File: src/vrc_pkg.sv
// Purpose: shared constants for the voltage reference control register block
// Assumes: one 8-bit register in the low byte of an aligned 32-bit word
// Notes: every offset, field position, reset value and bus code lives here
package vrc_pkg;
	// ------------------------------------------------------------
	// bus geometry
	// ------------------------------------------------------------
	localparam int ADDR_W = 8;
	localparam int DATA_W = 32;
	localparam int STRB_W = 4;
	localparam int REG_W = 8;
	localparam int PAD_W = 24;
	localparam int WORD_LSB = 2;
	localparam logic [ADDR_W-1:0] CTRL_OFFSET = 8'h00;

	// ------------------------------------------------------------
	// field positions of the control register
	// ------------------------------------------------------------
	localparam int BIT_ENABLE = 7;
	localparam int BIT_READY = 6;
	localparam int BIT_TEMP_EN = 5;
	localparam int BIT_TEMP_RNG = 4;
	localparam int CMP_GAIN_LO = 2;
	localparam int ADC_GAIN_LO = 0;
	localparam int GAIN_W = 2;
	localparam int NUM_BUF = 2;

	// ------------------------------------------------------------
	// reset values and codes
	// ------------------------------------------------------------
	localparam logic [REG_W-1:0] CTRL_RESET = 8'h00;
	localparam logic [REG_W-1:0] CTRL_WR_MASK = 8'hBF;
	localparam logic [GAIN_W-1:0] GAIN_OFF = 2'h0;
	localparam logic [GAIN_W-1:0] GAIN_1X = 2'h1;
	localparam logic [GAIN_W-1:0] GAIN_2X = 2'h2;
	localparam logic [GAIN_W-1:0] GAIN_4X = 2'h3;
	localparam logic [1:0] RESP_OKAY = 2'h0;
	localparam logic [1:0] RESP_SLVERR = 2'h2;
endpackage : vrc_pkg

File: src/vrc_reg_if.sv
// Purpose: carries register writes and read-back between bus slave and register
// Assumes: single register, one write strobe per cycle
// Notes: bus side drives the strobe, register side answers with read value
`timescale 1ns/1ps
interface vrc_reg_if;
	import vrc_pkg::*;
	logic wr_en;
	logic [REG_W-1:0] wdata;
	logic [REG_W-1:0] rdata;
	modport bus (output wr_en, output wdata, input rdata);
	modport regs (input wr_en, input wdata, output rdata);
endinterface : vrc_reg_if

File: src/vrc_ctrl_reg.sv
// Purpose: holds the control bits and drives the analog enable and select lines
// Assumes: writes arrive already decoded and byte-qualified
// Notes: ready flag comes from a flop, never from a software write
`timescale 1ns/1ps
module vrc_ctrl_reg #(
	parameter logic READY_ALWAYS = 1'b1
) (
	input wire logic aclk,
	input wire logic aresetn,
	vrc_reg_if.regs rif,
	input wire logic ref_ready_in,
	output logic [vrc_pkg::REG_W-1:0] ctrl_q,
	output logic [vrc_pkg::NUM_BUF-1:0] buffer_on
);
	import vrc_pkg::*;

	logic [REG_W-1:0] ctrl_r;
	logic ready_r;

	// ------------------------------------------------------------
	// writable bits
	// ------------------------------------------------------------
	// software bits; the ready position is masked off on write
	always_ff @(posedge aclk) begin
		if (!aresetn) begin
			ctrl_r <= CTRL_RESET; // see RULE10
		end else if (rif.wr_en) begin
			ctrl_r <= rif.wdata & CTRL_WR_MASK; // see RULE1 see RULE6 see RULE7 see RULE4
		end
	end

	// ------------------------------------------------------------
	// ready flag
	// ------------------------------------------------------------
	// set by hardware only: held at 1 when READY_ALWAYS, else once enabled and the reference reports it is settled
	always_ff @(posedge aclk) begin
		if (!aresetn) begin
			ready_r <= READY_ALWAYS;
		end else if (READY_ALWAYS) begin
			ready_r <= 1'b1; // see RULE5
		end else begin
			ready_r <= ctrl_r[BIT_ENABLE] & ref_ready_in; // see RULE2 see RULE3 see RULE4
		end
	end

	// ------------------------------------------------------------
	// gain buffers
	// ------------------------------------------------------------
	// a buffer is powered for any gain code except off
	genvar g;
	generate
		for (g = 0; g < NUM_BUF; g++) begin : g_buf
			assign buffer_on[g] = (ctrl_r[g*GAIN_W +: GAIN_W] != GAIN_OFF); // see RULE8 see RULE9
		end
	endgenerate

	// read value with the live flag merged in
	always_comb begin
		ctrl_q = ctrl_r;
		ctrl_q[BIT_READY] = ready_r;
	end
	assign rif.rdata = ctrl_q;
endmodule : vrc_ctrl_reg

File: src/vrc_top.sv
// Purpose: AXI4-Lite slave for the voltage reference control register
// Assumes: one outstanding write and one outstanding read at a time
// Notes: only the word at the control offset is mapped; others answer SLVERR
//
// Function
// RULE1: enable bit switches the reference on/off
// RULE2: ready reads 1 when output usable
// RULE3: ready reads 0 when unready or disabled
// RULE4: hardware alone sets ready after settling
// RULE5: this family: ready always reads 1
// RULE6: bit 5 enables temperature indicator
// RULE7: bit 4 picks high or low range
// RULE8: bits 3:2 set comparator/DAC buffer gain
// RULE9: bits 1:0 set converter buffer gain
// RULE10: all writable bits clear on reset
//
// Added by the designer: the address map and the AXI4-Lite interface to the registers.
`timescale 1ns/1ps
module vrc_top #(
	parameter logic READY_ALWAYS = 1'b1
) (
	input wire logic aclk,
	input wire logic aresetn,
	input wire logic [vrc_pkg::ADDR_W-1:0] s_axi_awaddr,
	input wire logic [2:0] s_axi_awprot,
	input wire logic s_axi_awvalid,
	output logic s_axi_awready,
	input wire logic [vrc_pkg::DATA_W-1:0] s_axi_wdata,
	input wire logic [vrc_pkg::STRB_W-1:0] s_axi_wstrb,
	input wire logic s_axi_wvalid,
	output logic s_axi_wready,
	output logic [1:0] s_axi_bresp,
	output logic s_axi_bvalid,
	input wire logic s_axi_bready,
	input wire logic [vrc_pkg::ADDR_W-1:0] s_axi_araddr,
	input wire logic [2:0] s_axi_arprot,
	input wire logic s_axi_arvalid,
	output logic s_axi_arready,
	output logic [vrc_pkg::DATA_W-1:0] s_axi_rdata,
	output logic [1:0] s_axi_rresp,
	output logic s_axi_rvalid,
	input wire logic s_axi_rready,
	input wire logic ref_ready_in,
	output logic reference_enable,
	output logic reference_ready_flag,
	output logic temp_indicator_enable,
	output logic temp_range_select,
	output logic [vrc_pkg::GAIN_W-1:0] comparator_dac_gain_select,
	output logic [vrc_pkg::GAIN_W-1:0] converter_gain_select,
	output logic comparator_dac_buffer_on,
	output logic converter_buffer_on
);
	import vrc_pkg::*;

	vrc_reg_if rif ();

	logic aw_held_r;
	logic w_held_r;
	logic [ADDR_W-1:0] aw_addr_r;
	logic [REG_W-1:0] w_byte_r;
	logic w_lane_r;
	logic bvalid_r;
	logic [1:0] bresp_r;
	logic rvalid_r;
	logic [1:0] rresp_r;
	logic [DATA_W-1:0] rdata_r;
	logic wr_go;
	logic wr_hit;
	logic rd_go;
	logic rd_hit;
	logic [REG_W-1:0] ctrl_q;
	logic [NUM_BUF-1:0] buffer_on;

	// ------------------------------------------------------------
	// write channels
	// ------------------------------------------------------------
	// address and data are caught independently, in either order
	assign s_axi_awready = !aw_held_r && !bvalid_r;
	assign s_axi_wready = !w_held_r && !bvalid_r;
	assign wr_go = aw_held_r && w_held_r && !bvalid_r;
	assign wr_hit = (aw_addr_r[ADDR_W-1:WORD_LSB] == CTRL_OFFSET[ADDR_W-1:WORD_LSB]);

	// address holding register
	always_ff @(posedge aclk) begin
		if (!aresetn) begin
			aw_held_r <= 1'b0;
			aw_addr_r <= '0;
		end else if (s_axi_awvalid && s_axi_awready) begin
			aw_held_r <= 1'b1;
			aw_addr_r <= s_axi_awaddr;
		end else if (wr_go) begin
			aw_held_r <= 1'b0;
		end
	end

	// data holding register, low lane only
	always_ff @(posedge aclk) begin
		if (!aresetn) begin
			w_held_r <= 1'b0;
			w_byte_r <= '0;
			w_lane_r <= 1'b0;
		end else if (s_axi_wvalid && s_axi_wready) begin
			w_held_r <= 1'b1;
			w_byte_r <= s_axi_wdata[REG_W-1:0];
			w_lane_r <= s_axi_wstrb[0];
		end else if (wr_go) begin
			w_held_r <= 1'b0;
		end
	end

	// register strobe; a cleared low strobe leaves the byte alone
	assign rif.wr_en = wr_go && wr_hit && w_lane_r;
	assign rif.wdata = w_byte_r;

	// write response
	always_ff @(posedge aclk) begin
		if (!aresetn) begin
			bvalid_r <= 1'b0;
			bresp_r <= RESP_OKAY;
		end else if (wr_go) begin
			bvalid_r <= 1'b1;
			bresp_r <= wr_hit ? RESP_OKAY : RESP_SLVERR;
		end else if (s_axi_bready) begin
			bvalid_r <= 1'b0;
		end
	end
	assign s_axi_bvalid = bvalid_r;
	assign s_axi_bresp = bresp_r;

	// ------------------------------------------------------------
	// read channel
	// ------------------------------------------------------------
	assign s_axi_arready = !rvalid_r;
	assign rd_go = s_axi_arvalid && s_axi_arready;
	assign rd_hit = (s_axi_araddr[ADDR_W-1:WORD_LSB] == CTRL_OFFSET[ADDR_W-1:WORD_LSB]);

	// read data captured at the address handshake
	always_ff @(posedge aclk) begin
		if (!aresetn) begin
			rvalid_r <= 1'b0;
			rresp_r <= RESP_OKAY;
			rdata_r <= '0;
		end else if (rd_go) begin
			rvalid_r <= 1'b1;
			rresp_r <= rd_hit ? RESP_OKAY : RESP_SLVERR;
			rdata_r <= rd_hit ? {{PAD_W{1'b0}}, rif.rdata} : '0; // see RULE2 see RULE3
		end else if (s_axi_rready) begin
			rvalid_r <= 1'b0;
		end
	end
	assign s_axi_rvalid = rvalid_r;
	assign s_axi_rresp = rresp_r;
	assign s_axi_rdata = rdata_r;

	// ------------------------------------------------------------
	// register and analog lines
	// ------------------------------------------------------------
	vrc_ctrl_reg #(
		.READY_ALWAYS(READY_ALWAYS)
	) u_ctrl (
		.aclk(aclk),
		.aresetn(aresetn),
		.rif(rif.regs),
		.ref_ready_in(ref_ready_in),
		.ctrl_q(ctrl_q),
		.buffer_on(buffer_on)
	);

	// fields fanned out to the analog blocks
	assign reference_enable = ctrl_q[BIT_ENABLE]; // see RULE1
	assign reference_ready_flag = ctrl_q[BIT_READY];
	assign temp_indicator_enable = ctrl_q[BIT_TEMP_EN]; // see RULE6
	assign temp_range_select = ctrl_q[BIT_TEMP_RNG]; // see RULE7
	assign comparator_dac_gain_select = ctrl_q[CMP_GAIN_LO +: GAIN_W]; // see RULE8
	assign converter_gain_select = ctrl_q[ADC_GAIN_LO +: GAIN_W]; // see RULE9
	assign comparator_dac_buffer_on = buffer_on[1];
	assign converter_buffer_on = buffer_on[0];
endmodule : vrc_top

File: config.mk
export PLATFORM = sky130hd
export DESIGN_NAME = vrc_top
export DESIGN_NICKNAME = d
export VERILOG_FILES = /design/src/vrc_pkg.sv /design/src/vrc_reg_if.sv /design/src/vrc_ctrl_reg.sv /design/src/vrc_top.sv
export SDC_FILE = /design/constraint.sdc
export NUM_CORES = 1
export LEC_CHECK = 0
export BUFFER_PORTS_ARGS = -buffer_cell sky130_fd_sc_hd__buf_4
export CORE_MARGIN = 10
export CORE_UTILIZATION = 40
export CTS_BUF_LIST = sky130_fd_sc_hd__clkbuf_16
export DETAILED_ROUTE_END_ITERATION = 8
export PLACE_DENSITY = 0.8
export REMOVE_ABC_BUFFERS = 1
export SYNTH_ARGS = -nofsm -noshare
export SYNTH_HDL_FRONTEND = slang
export SYNTH_SLANG_ARGS = --single-unit
File: constraint.sdc
create_clock -name aclk -period 1.85 [get_ports aclk]
set_input_delay 0.4625 -clock aclk [delete_from_list [all_inputs] [get_ports aclk]]
set_output_delay 0.4625 -clock aclk [all_outputs]
set_load 0.01 [all_outputs]
==> results of run 1 <==
## cell type report
class	instances	area [µm²]
well taps	50	62.6
multi-input cells	128	796
inverters	1	3.75
repair buffers	55	413
clock buffers	5	125
fillers	373	1860
clock inverters	2	8.76
flip-flops and latches	35	701
## critical path: cells and delay by family, from the launching register on
| family | cells | cell delay (ns) |
|---|---|---|
| flops | 1 | 0.31 |
| simple gates | 3 | 1.29 |
## worst max path at each step
stage	end	slack, ns	cells after the start
finish	s_axi_bresp[1]	0.14	3
global placement	s_axi_bresp[1]	0.16	3
detailed placement	s_axi_bresp[1]	0.16	3
floorplan	rif.wdata[0]	-0.008	3
CTS	s_axi_bresp[1]	0.15	3
global route	s_axi_bresp[1]	0.11	3
## state kept, by name, indices dropped and copies added (netlist names)
signal and flops:
aw_addr_r 6, s_axi_rvalid 1, aw_held_r 1, u_ctrl.ctrl_r 7
s_axi_rdata 8, s_axi_rresp 1, s_axi_bresp 1, s_axi_bvalid 1
rif.wdata 7, w_held_r 1, w_lane_r 1
## power groups by stage
stage          clock, mW  sequential (mW)  combinational, mW
2_1_floorplan          0            0.824              0.125
3_3_place_gp           0            0.827              0.221
3_5_place_dp           0            0.828              0.224
4_1_cts            0.773            0.813              0.226
5_1_grt            0.813            0.818              0.250
6_report           0.754            0.813              0.226
## routing by layer
layer | vias to the layer above | wire length (µm) | global-route usage (%)
met3 | 5 | 338 | 5.27
met1 | 559 | 1510 | 10.5
met2 | 40 | 1780 | 16.9
li1 | 633 | - | -
met4 | 0 | 38 | 3.20
met5 | - | 0 | 0
## cells by family (layout without fill, tap and decap cells)
family	after synthesis	count (layout)	share of synthesized area, %
other cells	2	27	0.459
simple gates	67	67	23.3
flops	35	35	42.8
mux	21	21	12.9
buf+inv	36	63	14.5
compound gates	13	13	5.97
## metrics by stage
step,setup slack [ns],power [mW]
after floorplan,-0.00832,0.950
after global placement,0.163,1.05
after detailed placement,0.164,1.05
after CTS,0.147,1.81
after global routing,0.113,1.88
final,0.141,1.79
## layout by cell type (no fill, tap or decap)
cell type,instances
sky130_fd_sc_hd__or4_4,1
sky130_fd_sc_hd__clkinv_1,1
sky130_fd_sc_hd__nor2b_1,17
sky130_fd_sc_hd__nor4_4,1
sky130_fd_sc_hd__nand3_1,1
sky130_fd_sc_hd__clkinv_2,1
sky130_fd_sc_hd__inv_1,1
sky130_fd_sc_hd__nand3b_1,1
sky130_fd_sc_hd__nand4_1,7
sky130_fd_sc_hd__o211a_1,2
sky130_fd_sc_hd__nor4_1,1
sky130_fd_sc_hd__and3_1,1
sky130_fd_sc_hd__nand4b_1,1
sky130_fd_sc_hd__nor3b_1,1
sky130_fd_sc_hd__clkbuf_16,5
sky130_fd_sc_hd__a21boi_0,9
sky130_fd_sc_hd__dfxtp_1,35
sky130_fd_sc_hd__conb_1,27
sky130_fd_sc_hd__or4_2,1
sky130_fd_sc_hd__nand2_1,23
sky130_fd_sc_hd__nor2_1,3
sky130_fd_sc_hd__mux2i_1,21
sky130_fd_sc_hd__buf_4,55
sky130_fd_sc_hd__a21oi_1,2
sky130_fd_sc_hd__nand2b_1,5
sky130_fd_sc_hd__or2_2,2
sky130_fd_sc_hd__nor3b_2,1
==> results list, run 1 <==
- The run finished with clean final reports.
- The clock net in this run drives a total of 35 sinks.
* Max-slew violations: 0
- Cell type with the highest aggregate area in the netlist: sky130_fd_sc_hd__dfxtp_1
- Combinational Power Share: 12.6%
- In this run the mean area of a mapped cell was 9.40 µm².
- The internal power of the cells totals 1.38 mW.
- Of the cells placed in the final design, the portion with a size suffix greater than 1 is 29.6%.
* Hold violation count in the final report: 0
* Vias per Instance: 4.48
- By count the netlist is led by sky130_fd_sc_hd__dfxtp_1 (35), sky130_fd_sc_hd__buf_4 (27), sky130_fd_sc_hd__nand2_1 (23), sky130_fd_sc_hd__mux2i_1 (21), sky130_fd_sc_hd__nor2b_1 (17).
- Source of the critical timing path: aw_addr_r[7]
- The startpoint identified for the worst hold timing path is s_axi_arvalid.
- Global routing consumed, over all layers together, 10.0% of the routing resources.
- Endpoint arrival time on the critical path: 1.87 ns
* Commonest register cell after synthesis: sky130_fd_sc_hd__dfxtp_1
- Placer congestion estimate: 0.706
- Clock buffers created by TritonCTS: 5
- Proportion of synthesized chip area in sequential cells: 42.8%
- Final standard cell utilization of the core: 53.1%
- Synthesis inferred 35 register bits.
- Summed over all cells, the static leakage comes to 0.939 nW.
* Initial cell density of the core: 41.2%
- After clock tree synthesis, the clock-pin slew on the worst setup and hold paths is 0.05 ns.
- The number of antenna diodes in the final layout is 0.
* Post-CTS Resized: 0
* Setup-violating endpoint count in the final report: 0
* Number of unique standard cell types used by synthesis: 25
- Sort of element at the start of the critical path: flip-flop
- The worst register-to-register path begins at aw_addr_r[7].
- STA classifies the critical path endpoint as a flip-flop.
- Measured along the x axis, the die boundary spans 83.9 µm.
- Std-Cell Core Area: 3970 µm²
- Endpoint of the worst hold path: s_axi_rvalid
* Summed instance area of the synthesized netlist: 1640 µm²
- Setup slack on the worst reg-to-reg path comes out at 0.14 ns.
- After detailed placement, the total cell area comes to 1980 µm².
* Share of total power in the clock network: 42.0%
* HPWL reported at the end of detailed placement: 2860 µm
* Routed WL per cell: 13.3 µm
- Port buffering added 50 buffers.
- CTS max path bufs: 2
* Worst hold path cell count: 2
- Timing would allow up to 0.585 GHz.
- Switching Share: 22.9%
- Main area contributors after synthesis: sky130_fd_sc_hd__dfxtp_1 (43%), sky130_fd_sc_hd__mux2i_1 (13%), sky130_fd_sc_hd__buf_4 (12%)
- Setup repair after global routing missed its margin: no
- Grt total ovfl: 0
- For the finished layout, the period the worst path requires is 1.71 ns.
* Most common cell in the synthesized netlist: sky130_fd_sc_hd__dfxtp_1
- Along the worst path, the maximum fanout reaches 2.
* Wire length after detailed routing: 3680 µm
- The final layout contains 292 nets.
- Hold WC Path Type: in2reg
- The finished cells cover 2110 µm².
- Hold timing on the final database bottoms out at a slack of 0.429 ns.
- Transition at the pin with the smallest max-transition slack: 0.510 ns
- The endpoint identified for the worst register-to-register timing path is s_axi_bresp[1].
* Net Switching: 410 µW
- Per report_power, the sequential group accounts for 45.3% of the total.
- Initial antenna violation count: 0
- Crit Path Class: reg2reg
- Cell Pwr Density: 850 nW/µm²
- Counting flops with a built-in enable in the synthesized netlist gives 0.
* Via count of the first global-routing pass: 1292
- The worst register-to-register path has a depth of 3.
- After the flow finishes, the layout carries non-filler instances totaling 276.
* Skew final: 0.00511 ns
* TritonRoute pass-1 iters: 4
- In this run the number of H-tree levels came out at 2.
* Antenna viol nets, final: 0
- The first global-routing pass estimated 6090 µm of wire.
- For this run, asynchronously set or reset flops after synthesis account for 0%.
- For this design the top-level I/O count stands at 117.
- CP Cell Sequence: or4_4 -> or4_2 -> and3_1
- Setup TNS: 0 ns
- TritonCTS built the clock tree.
* Post-CTS Hold Buffers: 0
- After detailed routing, the number of remaining DRC violations is 0.
* Layout overhead on the synthesized area: 29.0%
- In this run the vertical extent of the chip is 83.9 µm.
* Cell with the largest stage delay on the worst path: sky130_fd_sc_hd__or4_4
* Setup fix buffers added after clock tree synthesis: 0
- The routed layout has 1237 vias.
- At the later pin of the worst-skew pair, clock insertion delay measures 0.27 ns.
* Cell at the root of the clock tree: sky130_fd_sc_hd__clkbuf_16
- The final critical path takes up 92.4% of the cycle.
* Number of violations reported at the end of detailed-routing iteration 0: 42
- Across the run, the number of max-cap violations was 0.
- Yosys synthesis warning count: 0
* Data required time at the worst endpoint: 2.01 ns
- Share of the synthesized area in the top cell type: 42.8%
- Maximum VDD drop: 0.000577 V
- The cell count after synthesis came out at 174.
- Entering global routing, the biggest net connects 43 pins.
* Total placed cells including tap cells: 269
- In this run the tightest slew margin relative to its limit is 65.9%.
- The die covers 7050 µm².
* Cell Rows: 23
- On the worst path, the slowest cell contributes a delay of 0.56 ns.
(Power assumes the default switching activity.)
==> inputs of run 2 (changes only) <==
Settings changed: CORE_UTILIZATION 40 to 41, PLACE_DENSITY 0.8 to 0.81, SYNTH_HIERARCHICAL set to 1.
==> results list, run 2 <==
- The flow ran to the end, and the final reports show no timing, DRC or antenna violations.
- Grt total ovfl: 0
- Hold WC Path Type: in2reg
- Max FFs per register: 8
- Cell Pwr Density: 863 nW/µm²
* GR Layer Usage met1: 10.5%
- The via count of the first global-routing pass is 1158.
- The count of nets left with antenna violations once routing finished came out at 0.
- Post-CTS Resized: 0
- Share of total power in the clock network: 42.3%
- In the final design database the tool counted 285 nets.
- Htree depth: 2
- Crit Path Class: reg2reg
- The floorplan step defined a die boundary enclosing 7000 µm².
* Post-synthesis average cell area: 9.45 µm²
- Source of the worst hold timing path: s_axi_arvalid
* Number of I/O port buffers: 50
* Cell with the largest stage delay on the worst path: sky130_fd_sc_hd__or4_4
* Clock transition time at the flip-flop clock pins of the worst setup and hold paths: 0.05 ns
- Leading cell type in the layout, fill and taps excluded: sky130_fd_sc_hd__buf_4
- IR analysis of the VDD net gives a maximum drop of 0.000626 V.
- Once the clock tree was built, the setup fixing pass inserted 0 buffers.
- TritonCTS clock tree: done
- After detailed routing, the average wire length per cell comes to 13.2 µm.
- Worst reg2reg startpoint: aw_addr_r[7]
- Dividing the final minimum period by the clock period gives 91.2%.
- Placer congestion estimate: 0.714
- In the global route stage, met2 resource usage came out at 15.9%.
- The top cell types in the final layout, fill and taps aside, are sky130_fd_sc_hd__buf_4 (53), sky130_fd_sc_hd__dfxtp_1 (35), sky130_fd_sc_hd__conb_1 (28).
* Leakage power total: 0.924 nW
* Wire length after detailed routing: 3560 µm
* Combinational Power Share: 12.3%
- The first TritonRoute pass finished after 4 iterations.
* Final critical delay including setup and external delays: 1.69 ns
* Source of the critical timing path: aw_addr_r[7]
- Final standard cell utilization of the core: 52.1%
- Die W: 83.7 µm
* Max-slew violations: 0
* Sequential group share of total power: 45.3%
- First-pass GRT wire length: 5780 µm
* Std-Cell Core Area: 3970 µm²
* Layout overhead on the synthesized area: 24.5%
- Cell at the root of the clock tree: sky130_fd_sc_hd__clkbuf_16
- The Yosys step of the flow raised 6 warnings.
* Cell Int Power: 1.38 mW
- Summing over every cut layer, the via total after detailed routing is 1171.
* Initial antenna violation count: 0
- CP Cell Sequence: or4_4 -> nor3_2 -> and3_1 -> buf_12 -> mux2i_1 -> nor2b_1
- Cell Rows: 23
- For this design the top-level I/O count stands at 117.
- Summed instance area of the synthesized netlist: 1660 µm²
* HPWL reported at the end of detailed placement: 2790 µm
* Vias per Instance: 4.34
- Clock skew on the completed layout was measured at 0.00133 ns.
- Synthesized instance count: 176
- Gr usage total: 9.90%
* Total of max-cap violations: 0
- For this block, the initial DRC count from the detailed router was 37.
* Source-to-sink clock delay at the later pin of the worst-skew pair: 0.27 ns
- CTS max path bufs: 2
- Global routing used 6.35% of the available met3 tracks.
- Clock sink count: 35
* Pin count of the biggest net entering global routing: 44
* Data required time at the worst endpoint: 2.01 ns
- Setup repair after global routing missed its margin: no
- In this run switching power makes up 22.5% of total power.
- Initial cell density of the core: 41.9%
- Clock buffers created by TritonCTS: 5
- Setup violations remaining at the end of the flow were counted as 0.
- Net Switching: 401 µW
* Critical Path Fanout Max: 7
- The total count of hold-check failures in the final report came to 0.
- Data arrives at the worst endpoint at 1.85 ns.
- For this run, design rule violations remaining after detail routing come to 0.
- Largest stage delay on the critical path: 0.53 ns
* Die span in y: 83.7 µm
* Count of filler cells inserted in the layout: 388
- F_max: 0.593 GHz
* Critical Path End Type: flip-flop
- Share of final-layout standard cells stronger than drive strength 1: 29.5%
- Antenna diode count: 0
- Busiest metal layer after global routing: met2
- STA classifies the critical path startpoint as a flip-flop.
- The number of hold buffers added after CTS was 0.
- Setup TNS: 0 ns
-- run 2: cell count changes in the layout (fill, tap and decap cells not counted), moves of 7 or more --
| cell | change |
|---|---|
| sky130_fd_sc_hd__nor2b_1 | +8 |
| sky130_fd_sc_hd__nand3_1 | +7 |
| sky130_fd_sc_hd__nand4_1 | -7 |
| sky130_fd_sc_hd__a21boi_0 | -9 |
| sky130_fd_sc_hd__nand2_1 | -13 |
| sky130_fd_sc_hd__o22ai_1 | +8 |
-- run 2: per-layer routing --
metal | up-vias | wire (µm)
li1 | 614 | -
met1 | 507 | 1400
met2 | 45 | 1720
met3 | 5 | 404
met4 | 0 | 31
met5 | - | 0
-- run 2: per-stage QoR --
| stage | total power [mW] | worst slack (ns) | cells | hold WS [ns] | cell area, µm² |
|---|---|---|---|---|---|
| finish | 1.79 | 0.162 | 270 | 0.425 | 2070 |
| global route | 1.88 | 0.0636 | 270 | 0.422 | 2070 |
| floorplan | 0.943 | -0.00832 | 158 | 0.474 | 1450 |
| detailed placement | 1.05 | 0.148 | 262 | 0.459 | 1930 |
| global placement | 1.04 | 0.161 | 262 | 0.454 | 1930 |
| CTS | 1.81 | 0.137 | 270 | 0.418 | 2070 |
-- run 2: cell type report --
type	instances	area (µm²)	area share (%)
Clock buffer	5	125	6.05
Clock inverter	3	12.5	0.605
Inverter	1	3.75	0.181
Multi-Input combinational cell	122	747	36.1
Sequential cell	35	701	33.9
Tap cell	50	62.6	3.02
Timing Repair Buffer	54	418	20.2
-- run 2: worst max-delay path: cells and delay by family, from the launching register on --
kind | cells | cell delay [ns]
AND/OR/NAND/NOR | 4 | 0.96
flip-flops | 1 | 0.31
multiplexers | 1 | 0.18
buffers and inverters | 1 | 0.14
-- run 2: power groups by stage --
stage	Combinational (mW)	Clock [mW]	Sequential (mW)
final	0.220	0.756	0.809
after global routing	0.245	0.823	0.813
after CTS	0.221	0.785	0.809
after detailed placement	0.221	0	0.824
after global placement	0.216	0	0.822
after floorplan	0.122	0	0.821
-- run 2: path summary, 6_finish.rpt --
check	endpoint	slack, ns	depth (start not counted)
setup reg to reg	u_ctrl/ctrl_r[4]	0.16	6
hold / removal	s_axi_rvalid	0.42	2
hold reg to reg	s_axi_rdata[5]	0.47	2
setup / recovery	u_ctrl/ctrl_r[4]	0.16	6
==> inputs of run 3 (changes only) <==
Settings changed: CELL_PAD_IN_SITES_DETAIL_PLACEMENT set to 0, CELL_PAD_IN_SITES_GLOBAL_PLACEMENT set to 1, CORE_UTILIZATION 41 to 28, PLACE_DENSITY 0.81 to 0.79.
==> results list, run 3 (synthesis results as in run 2) <==
* Source of the worst hold timing path: s_axi_arvalid
* Cell with the largest stage delay on the worst path: sky130_fd_sc_hd__or4_4
- Max-cap violations in this run came to 0.
- In the final timing run, aggregate negative setup slack is 0 ns.
- The floorplan step set the die height to 97.1 µm.
- The number of antenna diodes in the final layout is 0.
* Antenna viol nets, final: 0
* Max-slew violations: 0
- Worst hold path cell count: 2
- Number of cells on the worst reg-to-reg path: 6
* Area after detailed placement: 1960 µm²
- Global routing finished with a remaining overflow of 0.
* Fin cells: 295
* Final standard cell utilization of the core: 36.4%
- The initial antenna violation count came to 0.
* Source-to-sink clock delay at the later pin of the worst-skew pair: 0.27 ns
* Skew final: 0.00461 ns
- For hold timing, the worst endpoint is s_axi_rvalid.
- Flip-flop and latch area: 701 µm²
* Maximum VDD drop: 0.000557 V
- HPWL reported at the end of detailed placement: 2840 µm
* Setup repair after global routing missed its margin: no
- Counting along the longest clock path gives a buffer depth of 2.
- The H-tree generated during clock tree synthesis spans 2 levels.
- Share of the clock period used by the worst path after layout: 92.8%
* Die footprint: 9420 µm²
* Endpoint arrival time on the critical path: 1.88 ns
- Placer congestion estimate: 0.664
* Data required time at the worst endpoint: 2.01 ns
* Area of combinational cells with multiple inputs: 747 µm²
* TritonCTS clock tree: done
- The worst path in the final design needs a cycle of 1.72 ns, including I/O delays and setup.
* Post-CTS Hold Buffers: 0
- The register with the most flip-flops in the layout has 8 of them.
* Share of final-layout standard cells stronger than drive strength 1: 30.0%
- Number of I/O port buffers: 50
- Std-Cell Core Area: 5850 µm²
* Hold WC Path Type: in2reg
* Critical Path Fanout Max: 7
* Cell Pwr Density: 915 nW/µm²
- Via count of the first global-routing pass: 1232
* Crit Path Class: reg2reg
- Clock buffers created by TritonCTS: 5
- Outcome: completed
* First-pass GRT wire length: 6090 µm
- Across all register-to-register paths, the minimum setup slack is 0.13 ns.
* Worst reg2reg startpoint: aw_addr_r[7]
- During I/O placement, the number of pins put on the boundary was 117.
* Layout overhead on the synthesized area: 27.9%
* Sort of element at the start of the critical path: flip-flop
- Critical Path End Type: flip-flop
- For this run, design rule violations remaining after detail routing come to 0.
* Clock sink count: 35
* Hold violation count in the final report: 0
* Vias per Instance: 4.04
- Total number of nets in the final design: 285
* Setup-violating endpoint count in the final report: 0
- After clock tree synthesis, the clock-pin slew on the worst setup and hold paths is 0.05 ns.
* Pin count of the biggest net entering global routing: 44
* CP Cell Sequence: or4_4 -> nor3_2 -> and3_1 -> buf_12 -> mux2i_1 -> nor2b_1
* Routed WL per cell: 12.4 µm
- For this run, the total global-route usage over all layers was measured as 7.55%.
- Row generation in the floorplan step produced 28 rows.
- Fill cells in the final layout number 634.
* Number of violations reported at the end of detailed-routing iteration 0: 37
* TritonRoute pass-1 iters: 4
- Post-CTS Resized: 0
* Setup fix buffers added after clock tree synthesis: 0
* Leakage power total: 0.929 nW
- The library cell used most frequently in the layout, excluding fill and tap cells, is sky130_fd_sc_hd__buf_4.
- F_max: 0.583 GHz
- Worst reg2reg path endpoint: u_ctrl/ctrl_r[4]
- Initial cell density of the core: 28.4%
- The largest single stage delay on the critical path is 0.53 ns.
- Total via count after detailed routing: 1191
- Wires add up to 3670 µm.
- Total placed cells including tap cells: 287
- Die W: 97.1 µm
- Cell at the root of the clock tree: sky130_fd_sc_hd__clkbuf_16
- Most frequent cells in the layout: sky130_fd_sc_hd__buf_4 (53), sky130_fd_sc_hd__dfxtp_1 (35), sky130_fd_sc_hd__conb_1 (28)
- After routing the design area is 2130 µm².
==> run 3: cell types whose count changed in the layout (fill, tap and decap cells not counted) <==
cell                        delta
sky130_fd_sc_hd__inv_1         -2
sky130_fd_sc_hd__bufinv_16     +1
sky130_fd_sc_hd__clkinv_1      +1
==> run 3: layout make-up <==
cell class / instances / area share [%]
clock inverter: 3 / 1.82
tap: 75 / 4.41
inverter: 1 / 0.176
timing repair buffer: 54 / 19.6
multi-input combinational: 122 / 35.1
sequential: 35 / 32.9
clock buffer: 5 / 5.88
==> run 3: critical path: cells and delay by family, from the launching register on <==
kind          cells  cell delay, ns
flops             1            0.31
simple gates      4            0.97
buf+inv           1            0.14
mux               1            0.18
==> run 3: layer usage <==
metal  vias to the layer above  part of all wire, %  global-route usage (%)
li1                        610                    -                       -
met1                       534                   41                    8.38
met2                        45                   49                    12.3
met3                         2                   10                    3.91
met4                         0                 0.27                    2.04
met5                         -                    0                       0
==> run 3: how the worst max path moves through the flow <==
stage	from	slack, ns	cells after the start	to
final	aw_addr_r[7]	0.13	6	u_ctrl/ctrl_r[4]
after global routing	aw_addr_r[7]	0.01	6	u_ctrl/ctrl_r[5]
after CTS	aw_addr_r[7]	0.12	6	u_ctrl/ctrl_r[4]
after detailed placement	aw_addr_r[7]	0.13	6	u_ctrl/ctrl_r[4]
after global placement	aw_addr_r[7]	0.16	6	u_ctrl/ctrl_r[7]
after floorplan	s_axi_wvalid	-0.008	3	rif.wdata[0]
==> run 3: through the flow <==
stage / worst slack, ns / hold WS, ns / power, mW
finish: 0.134 / 0.420 / 1.95
global route: 0.0133 / 0.432 / 2.04
CTS: 0.124 / 0.418 / 1.97
detailed placement: 0.134 / 0.458 / 1.05
global placement: 0.155 / 0.453 / 1.04
floorplan: -0.00832 / 0.474 / 0.943
==> run 3: power by group <==
part / switching [mW] / internal, mW
logic: 0.109 / 0.112
registers: 0.0210 / 0.786
clock network: 0.291 / 0.627
total: 0.421 / 1.53
